==> src/eeelpi_pkg.sv <==
// Package with constants and carriers for the EEE low power idle control block
// Notes on behaviour
// Transmit and receive LPI are tracked separately at 100 Mb/s.
// EEE works at 10 and 100; 10 Mb/s uses reduced amplitude, no LPI. Code blocks only transmit LPI at 10 Mb/s; receive LPI is still detected.
// Gate unused MAC and switch clocks while in low power idle.
// Entering or leaving LPI keeps link up and loses no frame.
// Switch logic requests LPI; request goes to PHY over the MII.
// MAC is full duplex but defers on carrier sense while in LPI.
// On LPI request, drive assert-LPI encoding at once and block MAC traffic.
// On request removal, send normal idle and hold MAC off for a wake delay.
// Without assert-LPI on receive MII, pass receive signals through unchanged.
// On entering receive LPI, keep reporting idle and raise partner idle.
// On leaving receive LPI, drop partner idle and resume normal decoding.
// PHY sends sleep for 200 to 220 us, then goes quiet.
// At 100 Mb/s, quiet about 20 to 22 ms, refresh 200 to 220 us.
// Repeat quiet and refresh until normal idle, then send wake for fixed time.
// On partner sleep, present assert-LPI on receive MII; may power down receiver.
// Partner ends LPI with wake; then receive MII returns to normal idle.
// EEE enabled only when both ends advertise it for resolved type.
// Without resolved EEE, disable all EEE functions and never request LPI.
// With EEE resolved, transmit and receive LPI act independently.
// Resolution reruns at reset, management command, link failure or user request.
// Assert-LPI starts only between frames, never truncating a frame.
// Wake delay held in configurable counter, cleared on each new request.
package eeelpi_pkg;
   // MII nibble and control carrier
   typedef struct packed {
      logic       en;
      logic       er;
      logic [3:0] d;
   } eeelpi_mii_t;

   // Assert-LPI encoding: enable low, error high, data 0001
   localparam logic [3:0] LPI_CODE    = 4'h1;
   localparam int         CLK_HZ      = 10_000_000;
   localparam int         SLEEP_US    = 200;
   localparam int         QUIET_US    = 20_000;
   localparam int         REFRESH_US  = 200;
   localparam int         WAKE_US     = 30;
   localparam int         SLEEP_CYC   = (SLEEP_US * (CLK_HZ / 1_000_000));
   localparam int         QUIET_CYC   = (QUIET_US * (CLK_HZ / 1_000_000));
   localparam int         REFRESH_CYC = (REFRESH_US * (CLK_HZ / 1_000_000));
   localparam int         WAKE_CYC    = (WAKE_US * (CLK_HZ / 1_000_000));
   localparam int         CNT_W       = 20;

   // PHY transmit LPI sequencer states, Gray coded in listed order from active to wake
   typedef enum logic [2:0] {
      EEELPI_ACTIVE  = 3'b000,
      EEELPI_SLEEP   = 3'b001,
      EEELPI_QUIET   = 3'b011,
      EEELPI_REFRESH = 3'b010,
      EEELPI_WAKE    = 3'b110
   } eeelpi_state_t;
endpackage

==> src/eeelpi_ctrl.sv <==
// EEE low power idle transmit, detect and PHY sequencing logic
`timescale 1ns/1ps
module eeelpi_ctrl #(
   parameter int QUIET_CYCLES = eeelpi_pkg::QUIET_CYC,
   parameter int WAKE_CYCLES  = eeelpi_pkg::WAKE_CYC
) (
   input  wire logic                    clk_in,
   input  wire logic                    resetn_in,
   input  wire logic                    speed100_in,
   input  wire logic                    local_adv_in,
   input  wire logic                    partner_adv_in,
   input  wire logic                    an_done_in,
   input  wire logic                    lpi_request_in,
   input  wire eeelpi_pkg::eeelpi_mii_t mac_tx_in,
   input  wire eeelpi_pkg::eeelpi_mii_t phy_rx_in,
   input  wire logic                    link_clk_in,
   input  wire logic                    partner_sleep_in,
   input  wire logic                    partner_wake_in,
   output eeelpi_pkg::eeelpi_mii_t      phy_tx_out,
   output eeelpi_pkg::eeelpi_mii_t      mac_rx_out,
   output logic                         mac_tx_hold_out,
   output logic                         carrier_defer_out,
   output logic                         partner_low_power_indication_out,
   output logic                         eee_active_out,
   output logic                         clk_gate_out,
   output logic                         reduced_amp_out,
   output eeelpi_pkg::eeelpi_state_t    phy_tx_state_out,
   output logic                         line_tx_on_out,
   output logic                         rx_powerdown_out
);
   logic                      eee_ok;
   logic [1:0]                req_sync;
   logic [1:0]                sleep_sync;
   logic [1:0]                wake_sync;
   logic [1:0]                lclk_sync;
   logic                      lclk_prev;
   logic                      lclk_rise;
   logic                      req;
   logic                      tx_lpi;
   logic                      in_frame;
   logic [eeelpi_pkg::CNT_W-1:0] wake_cnt;
   eeelpi_pkg::eeelpi_state_t state;
   eeelpi_pkg::eeelpi_state_t next_state;
   logic [eeelpi_pkg::CNT_W-1:0] seq_cnt;
   logic                      rx_lpi;
   logic                      rx_asleep;
   eeelpi_pkg::eeelpi_mii_t   rx_q;

   // Detects the assert-LPI pattern on an MII nibble group
   function automatic logic is_lpi(input eeelpi_pkg::eeelpi_mii_t m);
      return !m.en && m.er && (m.d == eeelpi_pkg::LPI_CODE);
   endfunction

   // Duration of each sequencer state in cycles
   function automatic logic [eeelpi_pkg::CNT_W-1:0] dur(input eeelpi_pkg::eeelpi_state_t s);
      case (s)
         eeelpi_pkg::EEELPI_SLEEP:   dur = eeelpi_pkg::CNT_W'(eeelpi_pkg::SLEEP_CYC);
         eeelpi_pkg::EEELPI_QUIET:   dur = eeelpi_pkg::CNT_W'(QUIET_CYCLES);
         eeelpi_pkg::EEELPI_REFRESH: dur = eeelpi_pkg::CNT_W'(eeelpi_pkg::REFRESH_CYC);
         default:                    dur = eeelpi_pkg::CNT_W'(WAKE_CYCLES);
      endcase
   endfunction

   // EEE resolved only if both ends advertise and negotiation is done, at either speed
   assign eee_ok          = an_done_in && local_adv_in && partner_adv_in;
   assign reduced_amp_out = eee_ok && !speed100_in;

   // Two-stage synchronisers for pins from outside the clock domain
   always_ff @(posedge clk_in or negedge resetn_in) begin
      if (!resetn_in) begin
         req_sync   <= 2'h0;
         sleep_sync <= 2'h0;
         wake_sync  <= 2'h0;
         lclk_sync  <= 2'h0;
         lclk_prev  <= 1'b0;
      end else begin
         req_sync   <= {req_sync[0], lpi_request_in};
         sleep_sync <= {sleep_sync[0], partner_sleep_in};
         wake_sync  <= {wake_sync[0], partner_wake_in};
         lclk_sync  <= {lclk_sync[0], link_clk_in};
         lclk_prev  <= lclk_sync[1];
      end
   end
   assign lclk_rise = lclk_sync[1] && !lclk_prev;

   // Request gated by EEE resolution and speed
   assign req = req_sync[1] && eee_ok && speed100_in;

   // Frame tracking so LPI starts only between frames
   always_ff @(posedge clk_in or negedge resetn_in) begin
      if (!resetn_in) begin
         in_frame <= 1'b0;
      end else if (lclk_rise) begin
         in_frame <= mac_tx_in.en;
      end
   end

   // Transmit LPI state, entered only when no frame is in flight
   always_ff @(posedge clk_in or negedge resetn_in) begin
      if (!resetn_in) begin
         tx_lpi <= 1'b0;
      end else if (!req) begin
         tx_lpi <= 1'b0;
      end else if (!in_frame && !mac_tx_in.en) begin
         tx_lpi <= 1'b1;
      end
   end

   // Wake delay counter, loaded on the edge LPI ends so hold never dips
   always_ff @(posedge clk_in or negedge resetn_in) begin
      if (!resetn_in) begin
         wake_cnt <= '0;
      end else if (req) begin
         wake_cnt <= '0;
      end else if (tx_lpi) begin
         wake_cnt <= eeelpi_pkg::CNT_W'(WAKE_CYCLES);
      end else if (wake_cnt != '0) begin
         wake_cnt <= wake_cnt - 1'b1;
      end
   end

   // MAC hold and carrier deferral while transmit LPI or waking
   assign mac_tx_hold_out   = tx_lpi || (wake_cnt != '0);
   assign carrier_defer_out = mac_tx_hold_out;
   assign clk_gate_out      = tx_lpi && rx_lpi;
   assign eee_active_out    = tx_lpi;

   // Transmit MII output register
   always_ff @(posedge clk_in or negedge resetn_in) begin
      if (!resetn_in) begin
         phy_tx_out <= '0;
      end else if (tx_lpi) begin
         phy_tx_out <= '{en: 1'b0, er: 1'b1, d: eeelpi_pkg::LPI_CODE};
      end else if (wake_cnt != '0) begin
         phy_tx_out <= '0;
      end else begin
         phy_tx_out <= mac_tx_in;
      end
   end

   // PHY transmit sequencer: sleep, quiet, refresh, wake
   always_comb begin
      next_state = state;
      case (state)
         eeelpi_pkg::EEELPI_ACTIVE: begin
            if (tx_lpi) begin
               next_state = eeelpi_pkg::EEELPI_SLEEP;
            end
         end
         eeelpi_pkg::EEELPI_SLEEP: begin
            if (seq_cnt == '0) begin
               next_state = tx_lpi ? eeelpi_pkg::EEELPI_QUIET : eeelpi_pkg::EEELPI_WAKE;
            end
         end
         eeelpi_pkg::EEELPI_QUIET: begin
            if (!tx_lpi) begin
               next_state = eeelpi_pkg::EEELPI_WAKE;
            end else if (seq_cnt == '0) begin
               next_state = eeelpi_pkg::EEELPI_REFRESH;
            end
         end
         eeelpi_pkg::EEELPI_REFRESH: begin
            if (seq_cnt == '0) begin
               next_state = tx_lpi ? eeelpi_pkg::EEELPI_QUIET : eeelpi_pkg::EEELPI_WAKE;
            end
         end
         eeelpi_pkg::EEELPI_WAKE: begin
            if (seq_cnt == '0) begin
               next_state = eeelpi_pkg::EEELPI_ACTIVE;
            end
         end
         default: next_state = eeelpi_pkg::EEELPI_ACTIVE;
      endcase
   end

   // Sequencer state and per-state counter
   always_ff @(posedge clk_in or negedge resetn_in) begin
      if (!resetn_in) begin
         state   <= eeelpi_pkg::EEELPI_ACTIVE;
         seq_cnt <= '0;
      end else begin
         state <= next_state;
         if (next_state != state) begin
            seq_cnt <= dur(next_state) - 1'b1;
         end else if (seq_cnt != '0) begin
            seq_cnt <= seq_cnt - 1'b1;
         end
      end
   end
   assign phy_tx_state_out = state;
   assign line_tx_on_out   = (state != eeelpi_pkg::EEELPI_QUIET);

   // Receive side: partner sleep enters LPI, wake leaves it
   always_ff @(posedge clk_in or negedge resetn_in) begin
      if (!resetn_in) begin
         rx_asleep <= 1'b0;
      end else if (!eee_ok || wake_sync[1]) begin
         rx_asleep <= 1'b0;
      end else if (sleep_sync[1]) begin
         rx_asleep <= 1'b1;
      end
   end
   assign rx_powerdown_out = rx_asleep;

   // Receive LPI detect, independent of transmit side
   assign rx_lpi = eee_ok && (is_lpi(phy_rx_in) || rx_asleep);

   // Receive MII mapping to the MAC
   always_ff @(posedge clk_in or negedge resetn_in) begin
      if (!resetn_in) begin
         rx_q                             <= '0;
         partner_low_power_indication_out <= 1'b0;
      end else if (rx_lpi) begin
         rx_q                             <= '0;
         partner_low_power_indication_out <= 1'b1;
      end else begin
         rx_q                             <= phy_rx_in;
         partner_low_power_indication_out <= 1'b0;
      end
   end
   assign mac_rx_out = rx_q;

   // Without resolved EEE no transmit LPI ever appears
   property p_no_lpi_without_eee;
      @(posedge clk_in) disable iff (!resetn_in)
      !eee_ok |=> !tx_lpi;
   endproperty
   a_no_lpi_without_eee: assert property (p_no_lpi_without_eee)
      else $error("LPI active without EEE");

   // LPI encoding follows transmit LPI one cycle later
   property p_lpi_code;
      @(posedge clk_in) disable iff (!resetn_in)
      tx_lpi |=> (phy_tx_out.er && !phy_tx_out.en && phy_tx_out.d == eeelpi_pkg::LPI_CODE);
   endproperty
   a_lpi_code: assert property (p_lpi_code)
      else $error("LPI encoding missing");

   // No MAC traffic reaches the transmit MII while held
   property p_hold_in_lpi;
      @(posedge clk_in) disable iff (!resetn_in)
      mac_tx_hold_out |-> carrier_defer_out ##1 !phy_tx_out.en;
   endproperty
   a_hold_in_lpi: assert property (p_hold_in_lpi)
      else $error("MAC not held in LPI");

   // Wake delay holds MAC after leaving LPI
   property p_wake_hold;
      @(posedge clk_in) disable iff (!resetn_in)
      $fell(tx_lpi) |-> mac_tx_hold_out ##1 mac_tx_hold_out;
   endproperty
   a_wake_hold: assert property (p_wake_hold)
      else $error("No wake hold after LPI");

   // LPI never begins mid frame
   property p_no_truncate;
      @(posedge clk_in) disable iff (!resetn_in)
      $rose(tx_lpi) |-> !$past(in_frame);
   endproperty
   a_no_truncate: assert property (p_no_truncate)
      else $error("LPI started within frame");

   // Sleep follows LPI entry
   property p_sleep_after_lpi;
      @(posedge clk_in) disable iff (!resetn_in)
      (state == eeelpi_pkg::EEELPI_ACTIVE && tx_lpi) |=> state == eeelpi_pkg::EEELPI_SLEEP;
   endproperty
   a_sleep_after_lpi: assert property (p_sleep_after_lpi)
      else $error("Sleep not sent");

   // Partner idle tracks detection one cycle later
   property p_partner_idle;
      @(posedge clk_in) disable iff (!resetn_in)
      rx_lpi |=> partner_low_power_indication_out && mac_rx_out == '0;
   endproperty
   a_partner_idle: assert property (p_partner_idle)
      else $error("Partner idle not raised");

   // Normal receive data passes through
   property p_rx_pass;
      @(posedge clk_in) disable iff (!resetn_in)
      !rx_lpi |=> !partner_low_power_indication_out && mac_rx_out == $past(phy_rx_in);
   endproperty
   a_rx_pass: assert property (p_rx_pass)
      else $error("Receive not passed through");
endmodule

==> config.mk <==
export PLATFORM = sky130hd
export DESIGN_NAME = eeelpi_ctrl
export DESIGN_NICKNAME = d
export VERILOG_FILES = /design/src/eeelpi_pkg.sv /design/src/eeelpi_ctrl.sv
export SDC_FILE = /design/constraint.sdc
export NUM_CORES = 1
export LEC_CHECK = 0
export BUFFER_PORTS_ARGS = -buffer_cell sky130_fd_sc_hd__clkbuf_2
export CORE_ASPECT_RATIO = 1.5
export CORE_MARGIN = 2
export CORE_UTILIZATION = 50
export DETAILED_ROUTE_END_ITERATION = 6
export GPL_ROUTABILITY_DRIVEN = 0
export PLACE_DENSITY = 0.7
export SKIP_CTS_REPAIR_TIMING = 1
export SLEW_MARGIN = 30
export SYNTH_ARGS = -nofsm -noshare
export SYNTH_HDL_FRONTEND = slang
export SYNTH_SLANG_ARGS = --single-unit
==> constraint.sdc <==
create_clock -name clk_in -period 8.65 [get_ports clk_in]
set_clock_uncertainty 0.15 [all_clocks]
set_input_delay 1.73 -clock clk_in [delete_from_list [all_inputs] [get_ports clk_in]]
set_output_delay 1.73 -clock clk_in [all_outputs]
set_load 0.005 [all_outputs]
# Word-level counts from Yosys, hierarchy flattened

Index checks and enable logic that the tools add are counted.

Register bits after elaboration: 68
Input port bits: 22
Logic and storage cells: 83
Output and inout port bits: 23

Add/subtract/negate cells: 3
Eq/ne operators: 11
Mux-type cells: 22
Reductions and logical operators: 29

Operators by type and width:

| kind                                                                  | count |
|---|---|
| 20-bit two-way mux                                                    | 6 |
| 20-bit by 1-bit subtractor with 20-bit output (second input constant) | 3 |
| 20-bit nonzero test                                                   | 2 |
| 18-bit case mux with 2 select lines                                   | 1 |
| 20-bit logical NOT                                                    | 1 |
| 3-bit two-way mux                                                     | 6 |
| 6-bit two-way mux                                                     | 3 |
| 3-bit by 2-bit == test with 1-bit output (second input constant)      | 4 |
| 3-bit case mux with 4 select lines                                    | 1 |
| 1-bit logical AND                                                     | 11 |
| 3-bit by 1-bit == test with 1-bit output (second input constant)      | 2 |
| 1-bit logical NOT                                                     | 6 |
| 1-bit two-way mux                                                     | 5 |
| 4-bit by 1-bit == test with 1-bit output (second input constant)      | 1 |
| 2-bit nonzero test                                                    | 2 |
| 2-bit OR reduction                                                    | 2 |
| 3-bit == test (second input constant)                                 | 1 |
| 3-bit logical NOT                                                     | 1 |
| 1-bit logical OR                                                      | 3 |
| 3-bit by 2-bit != test with 1-bit output (second input constant)      | 1 |
| 3-bit != test                                                         | 1 |
| 3-bit nonzero test                                                    | 1 |
| 2-bit by 1-bit != test with 1-bit output (second input constant)      | 1 |

# Depth between registers and ports, before layout

Gate-level depths: netlist of run 1.

Word-level depth: 10
Mapped depth: 11
Gate-level depth less buffers: 9

# Worst setup path before layout of run 1

OpenSTA, ideal clock, no wires.

Path kind: input -> output
Start point: in phy_rx_in[5] (netlist bit)
End point: out clk_gate_out
Buffers on the path: 0
Data arrival time: 2.527 ns
Stages on the path: 4
Setup slack: 4.243 ns
Data required time: 6.770 ns
Path through: nor4bb_1 a21oi_1 nor2_1 and2_1

Cells in the longest elaborated chain, start to end: 6

RTL lines:

| element                         | line               | source |
|---|---|---|
| start, declared                 | eeelpi_ctrl.sv:15  | `input wire eeelpi_pkg::eeelpi_mii_t phy_rx_in,` |
| 1-bit logical NOT               | eeelpi_ctrl.sv:51  | `return !m.en && m.er && (m.d == eeelpi_pkg::LPI_CODE);` |
| 1-bit logical AND (2 in series) | eeelpi_ctrl.sv:51  |  |
| 1-bit logical OR                | eeelpi_ctrl.sv:206 | `assign rx_lpi = eee_ok && (is_lpi(phy_rx_in) \|\| rx_asleep);` |
| 1-bit logical AND               | eeelpi_ctrl.sv:206 |  |
| named net rx_lpi                | eeelpi_ctrl.sv:45  | `logic rx_lpi;` |
| 1-bit logical AND               | eeelpi_ctrl.sv:125 | `assign clk_gate_out = tx_lpi && rx_lpi;` |
| end, declared                   | eeelpi_ctrl.sv:25  | `output logic clk_gate_out,` |

The timed path passes the listed nets, and every way through them passes these cells.

# Final worst setup path of run 1

Start point: reg wake_cnt[1] (netlist bit)
End point: out carrier_defer_out

Cells in the longest elaborated chain, start to end: 2

RTL lines:

| element                | line               | source |
|---|---|---|
| start, declared        | eeelpi_ctrl.sv:41  | `logic [eeelpi_pkg::CNT_W-1:0] wake_cnt;` |
| start signal, assigned | eeelpi_ctrl.sv:116 | `wake_cnt <= eeelpi_pkg::CNT_W'(WAKE_CYCLES);` |
| start signal, assigned | eeelpi_ctrl.sv:118 | `wake_cnt <= wake_cnt - 1'b1;` |
| 20-bit nonzero test    | eeelpi_ctrl.sv:123 | `assign mac_tx_hold_out = tx_lpi \|\| (wake_cnt != '0);` |
| 1-bit logical OR       | eeelpi_ctrl.sv:123 |  |
| end, declared          | eeelpi_ctrl.sv:22  | `output logic carrier_defer_out,` |

No other way between the ends.

==> results of run 1 <==
## worst max-delay path: stages (launching register included)
cell and delay [ps]:
dfrtp_1 400, inv_1 90, ha_1 160, or3b_1 380, or4b_1 600, or4_1 610, nor2_2 230, inv_1 80
clkbuf_2 110
## power breakdown
group	internal (uW)	switching, uW	leakage (uW)
combinational	156	219	0.000870
clock	192	128	0.000117
sequential	396	87.2	0.000861
total	744	434	0.00185
## layout make-up
class / instances / area, um2
fillers: 600 / 2810
repair buffers: 47 / 246
well taps: 78 / 97.6
inverters: 6 / 22.5
clock buffers: 10 / 128
clock inverters: 6 / 111
flip-flops and latches: 68 / 1700
multi-input cells: 270 / 1740
## final timing paths
kind | cells after the start | slack (ps) | startpoint | end
max | 8 | 3760 | wake_cnt[1] | carrier_defer_out
min | 0 | 200 | wake_sync[0] | wake_sync[1]
max reg2reg | 9 | 4830 | seq_cnt[6] | seq_cnt[18]
min reg2reg | 0 | 200 | wake_sync[0] | wake_sync[1]
max in group asynchronous | 2 | 6610 | resetn_in | wake_cnt[16]
min in group asynchronous | 2 | 1290 | resetn_in | seq_cnt[11]
## state kept, by name, summed over array words and instances, names as in the netlist
signal                            count
lclk_prev                             1
wake_sync                             2
rx_powerdown_out                      1
in_frame                              1
wake_cnt                             20
phy_tx_out                            6
phy_tx_state_out                      3
partner_low_power_indication_out      1
seq_cnt                              20
sleep_sync                            2
req_sync                              2
mac_rx_out                            6
lclk_sync                             2
eee_active_out                        1
## routing by layer
metal,GRT usage [%],vias to the layer above
li1,-,1364
met1,26.1,1378
met2,39.7,50
met3,5.26,13
met4,10.6,0
met5,0,-
## metrics by stage
| step | instance area (um2) | cells | util (%) | hold slack (ps) |
|---|---|---|---|---|
| after floorplan | 3550 | 360 | - | 181 |
| after global placement | 3800 | 469 | 55.5 | 182 |
| after detailed placement | 3800 | 469 | 55.5 | 187 |
| after CTS | 4040 | 485 | 59.0 | 203 |
| after global routing | 4050 | 485 | 59.0 | 211 |
| final | 4050 | 485 | 59.0 | 201 |
## placed cells by master, fill, tap and decap left out, types with 8 or more instances in the layout
master,instances
xor2_1,9
xnor2_1,8
nor4_1,10
a21oi_1,16
nor3_1,14
clkbuf_2,43
nor2b_1,11
nand2_1,27
nor2_1,59
dfrtp_1,68
and2_1,8
clkbuf_8,9
## synthesized netlist by cell type (3+ instances only)
cell      number  area [um2]
nor4_2         3        37.5
clkbuf_1       7        26.3
o21a_1         3        22.5
xor2_1         9        78.8
nor2b_1       11        68.8
nand3_1        7        35.0
or3_1          6        37.5
o21ai_0        7        35.0
a21oi_1       16        80.1
a31o_1         3        26.3
inv_1          5        18.8
nor3_1        14        70.1
buf_2          6        30.0
and2_1         8        50.1
nor2_1        59         221
nand2_1       27         101
nand2b_1       4        25.0
nor4_1        10        62.6
o21ai_1        7        35.0
or2_1          3        18.8
or4_1          7        52.6
xnor2_1        8        70.1
dfrtp_1       68        1700
## kinds of logic (layout without fill, tap and decap cells)
logic type	Yosys count	in the layout	synth area share (%)
multiplexers	2	2	0.599
flip-flops	68	68	48.0
XOR/XNOR	17	17	4.20
buffers and inverters	22	69	3.07
AO/OA/AOI/OAI	64	64	13.6
adder cells (fa/ha/maj)	3	3	0.987
AND/OR/NAND/NOR	184	184	29.5
==> run_results.csv, run 1 <==
group,metric,value,unit
worst_setup_path,cp-start-kind,"flop",
clocking,ctsRootBufferMaster,"clkbuf_8",
cells_and_area,syn2layout_area_growth,14.0,%
timing,fin_ws,3760,ps
global_route,grt_usage,22.9,%
timing,setup_tns,0,ps
route,vias,2805,
route,firstDrtPassIters,4,
place,dp_slack,3880,ps
global_route,antenna_found_initial,0,
timing,drv_slew,0,
route,top_layer,"met4",
floorplan,ios,45,
floorplan,dieArea,0.00780,mm2
route,finalWirelength,7.99,mm
worst_setup_path,crit_type,"flop to output port",
status,status,"finished, final reports clean",
floorplan,start_util,51.8,%
yosys,yosys_warnings,0,
yosys,yosysSeqAreaShare,48.0,%
timing,slew-limit-headroom,36.8,%
timing,finalSetupViolCount,0,
power,leakage,0.00185,uW
power,power,1180,uW
route,drt.antenna.violating_nets,0,
clocking,path_clk_slew,70,ps
clocking,htreeDepth,3,
timing,worst_pin_slew,940,ps
floorplan,dieHeight,107,um
run,maxCapViolations,0,
yosys,synthFlopType,"dfrtp_1",
worst_setup_path,path_max_fanout,7,
yosys,synth.ff_latch_count,68,
clocking,cts.sinks,68,
global_route,grt_pass1_vias,2873,
worst_setup_path,cp_data_arrival_time,3010,ps
yosys,synth_edf_count,0,
clocking,cts_tree,"yes",
cells_and_area,drive_above_1_share,21.9,%
route,dr_wl_met3,277,um
timing,rsz0062_at_grt,"false",
route,met2_length,4.34,mm
floorplan,dieWidth,72.8,um
route,drt_iter0_drc,170,
timing,fin_crit_sh,56.5,%
timing,fmax,205,MHz
yosys,synthArstFlopShare,100,%
timing,hold_violations,0,
global_route,grt_overflow,0,
route,drcViolationCount,0,
timing,fin_crit,4890,ps
floorplan,rows,37,
route,vias_per_cell,5.78,
clocking,insertion_delay,360,ps
route,met1_length,3.20,mm
cells_and_area,antenna_cells,0,
cells_and_area,final_nets,426,
worst_setup_path,required,6770,ps
power,irDropWorstVdd,198,uV
global_route,grt_pass1_wl,13.6,mm
worst_setup_path,end_kind,"output port",
place,portBuffers,44,
worst_hold_path,hold_class,"flop to flop",
floorplan,core_area,0.00685,mm2
yosys,syn-num-nets,384,
route,wl_per_cell,16.5,um
global_route,grt_max_degree,69,
clocking,cts_buffers,9,
place,dp_hpwl,5.62,mm
clocking,cts_buffer_depth,2,
yosys,synth.cell_area,0.00355,mm2
power,power.density,291,mW/mm2
yosys,syn_inst,360,
yosys,avgSynthCellArea,9.86,um2
yosys,ys_types,70,
Power figures use the tool's default switching activity.
==> inputs of run 2 (changes only) <==
Clock period 8.65 ns to 5.1 ns, I/O delays scaled along.
==> run_results.csv, run 2 (synthesized netlist as in run 1, its figures left out) <==
group,metric,value,unit
global_route,grt_max_degree,43,
clocking,cts_buffers,9,
power,irDropWorstVdd,311,uV
cells_and_area,final_common_cell,"dfrtp_1",
cells_and_area,final_nets,428,
clocking,path_clk_slew,70,ps
global_route,grt_overflow,0,
route,finalWirelength,7.77,mm
global_route,grt_usage,22.3,%
timing,worst_pin_slew,924,ps
worst_setup_path,r2r_cells,10,
timing,drv_slew,0,
run,maxCapViolations,0,
cells_and_area,seq_area,0.00170,mm2
power,clkPwrFrac,23.5,%
timing,hold_violations,0,
route,wl_per_cell,16.0,um
floorplan,dieHeight,107,um
worst_setup_path,cp-start-kind,"flop",
worst_hold_path,min_path_cells,0,
power,p_comb_share,33.1,%
timing,finalSetupViolCount,0,
floorplan,dieArea,0.00780,mm2
clocking,htreeDepth,3,
clocking,cts_tree,"yes",
timing,fmax,243,MHz
status,status,"finished, final reports clean",
power,power.switching,728,uW
worst_setup_path,end_kind,"output port",
cells_and_area,layoutNonFillerInstCount,487,
power,p_seq_share,43.4,%
floorplan,dieWidth,72.8,um
worst_setup_path,setup.worst_path.start,"wake_cnt[0]",
route,drcViolationCount,0,
cells_and_area,mostFrequentLayoutCells,"dfrtp_1 (68), nor2_1 (59), clkbuf_2 (43)",
cells_and_area,antenna_cells,0,
worst_setup_path,crit_type,"flop to output port",
route,firstDrtPassIters,4,
clocking,cts_buffer_depth,2,
floorplan,rows,37,
timing,setup_tns,0,ps
floorplan,ios,45,
route,vias,2815,
worst_setup_path,r2r_slack,1490,ps
timing,fin_crit_sh,80.7,%
route,drt.antenna.violating_nets,0,
cells_and_area,drive_above_1_share,22.5,%
place,dp_cells,471,
worst_hold_path,hold_class,"flop to flop",
worst_setup_path,cp_data_arrival_time,2950,ps
power,leakage,0.00184,uW
clocking,cts.sinks,68,
timing,fin_crit,4120,ps
place,dp_hpwl,5.76,mm
cells_and_area,multiInputGateArea,0.00174,mm2
floorplan,core_area,0.00685,mm2
power,switching_share,38.4,%
cells_and_area,reg.largest.list,"seq_cnt (20), wake_cnt (20)",
power,intPower,1170,uW
floorplan,start_util,51.8,%
global_route,grt_pass1_wl,13.6,mm
route,vias_per_cell,5.78,
power,power.density,471,mW/mm2
timing,rsz0062_at_grt,"false",
worst_setup_path,timing.rr.start,"seq_cnt[18]",
route,drt_iter0_drc,164,
global_route,grt_pass1_vias,2865,
worst_hold_path,whs_endpoint,"wake_sync[1]",
timing,slew-limit-headroom,37.9,%
place,portBuffers,44,
worst_setup_path,required,3930,ps
global_route,antenna_found_initial,0,
worst_hold_path,min_from,"wake_sync[0]",
worst_setup_path,r2r_end,"seq_cnt[18]",
clocking,ctsRootBufferMaster,"clkbuf_8",
worst_setup_path,path_max_fanout,7,
cells_and_area,syn2layout_area_growth,13.3,%
clocking,insertion_delay,340,ps
cells_and_area,final.fill_count,622,
[run 2: how the worst max path moves through the flow]
stage                         to  depth (start not counted)
6_report         mac_tx_hold_out                          8
5_1_grt          mac_tx_hold_out                          8
4_1_cts          mac_tx_hold_out                          8
3_5_place_dp     mac_tx_hold_out                          8
3_3_place_gp   carrier_defer_out                          8
2_1_floorplan    mac_tx_hold_out                         10
[run 2: worst max-delay path: stages (launching register included)]
cell and delay, ps:
dfrtp_1 390, inv_1 90, ha_1 160, or3b_1 370
or4b_1 610, or4_1 590, nor2_2 210, inv_1 70
clkbuf_2 110
[run 2: through the flow]
stage	hold WS, ps	power, uW	worst slack (ps)	instance area, um2	util, %
final	204	1890	984	4020	58.7
after global routing	217	2040	761	4020	58.7
after CTS	206	1910	968	4020	58.6
after detailed placement	188	1450	1350	3820	55.7
after global placement	184	1430	1410	3820	55.7
after floorplan	181	1300	1520	3550	-
[run 2: area by class of cell]
class	instances	area share, %
Clock buffer	9	3.08
Timing Repair Buffer	49	6.47
Tap cell	78	2.43
Multi-Input combinational cell	270	43.2
Sequential cell	68	42.3
Clock inverter	7	1.90
Inverter	6	0.560
[run 2: per-layer routing]
metal	wire, um	GRT usage (%)	up-vias
met3	243	4.61	15
li1	-	-	1372
met1	3040	25.9	1386
met2	4290	38.7	42
met4	191	9.92	0
met5	0	0	-
[run 2: power by group through the flow]
stage               logic [uW]  registers (uW)  clock network [uW]
global placement           611             821                   0
global route               718             841                 480
detailed placement         626             828                   0
finish                     628             822                 444
CTS                        632             818                 458
floorplan                  524             774                   0
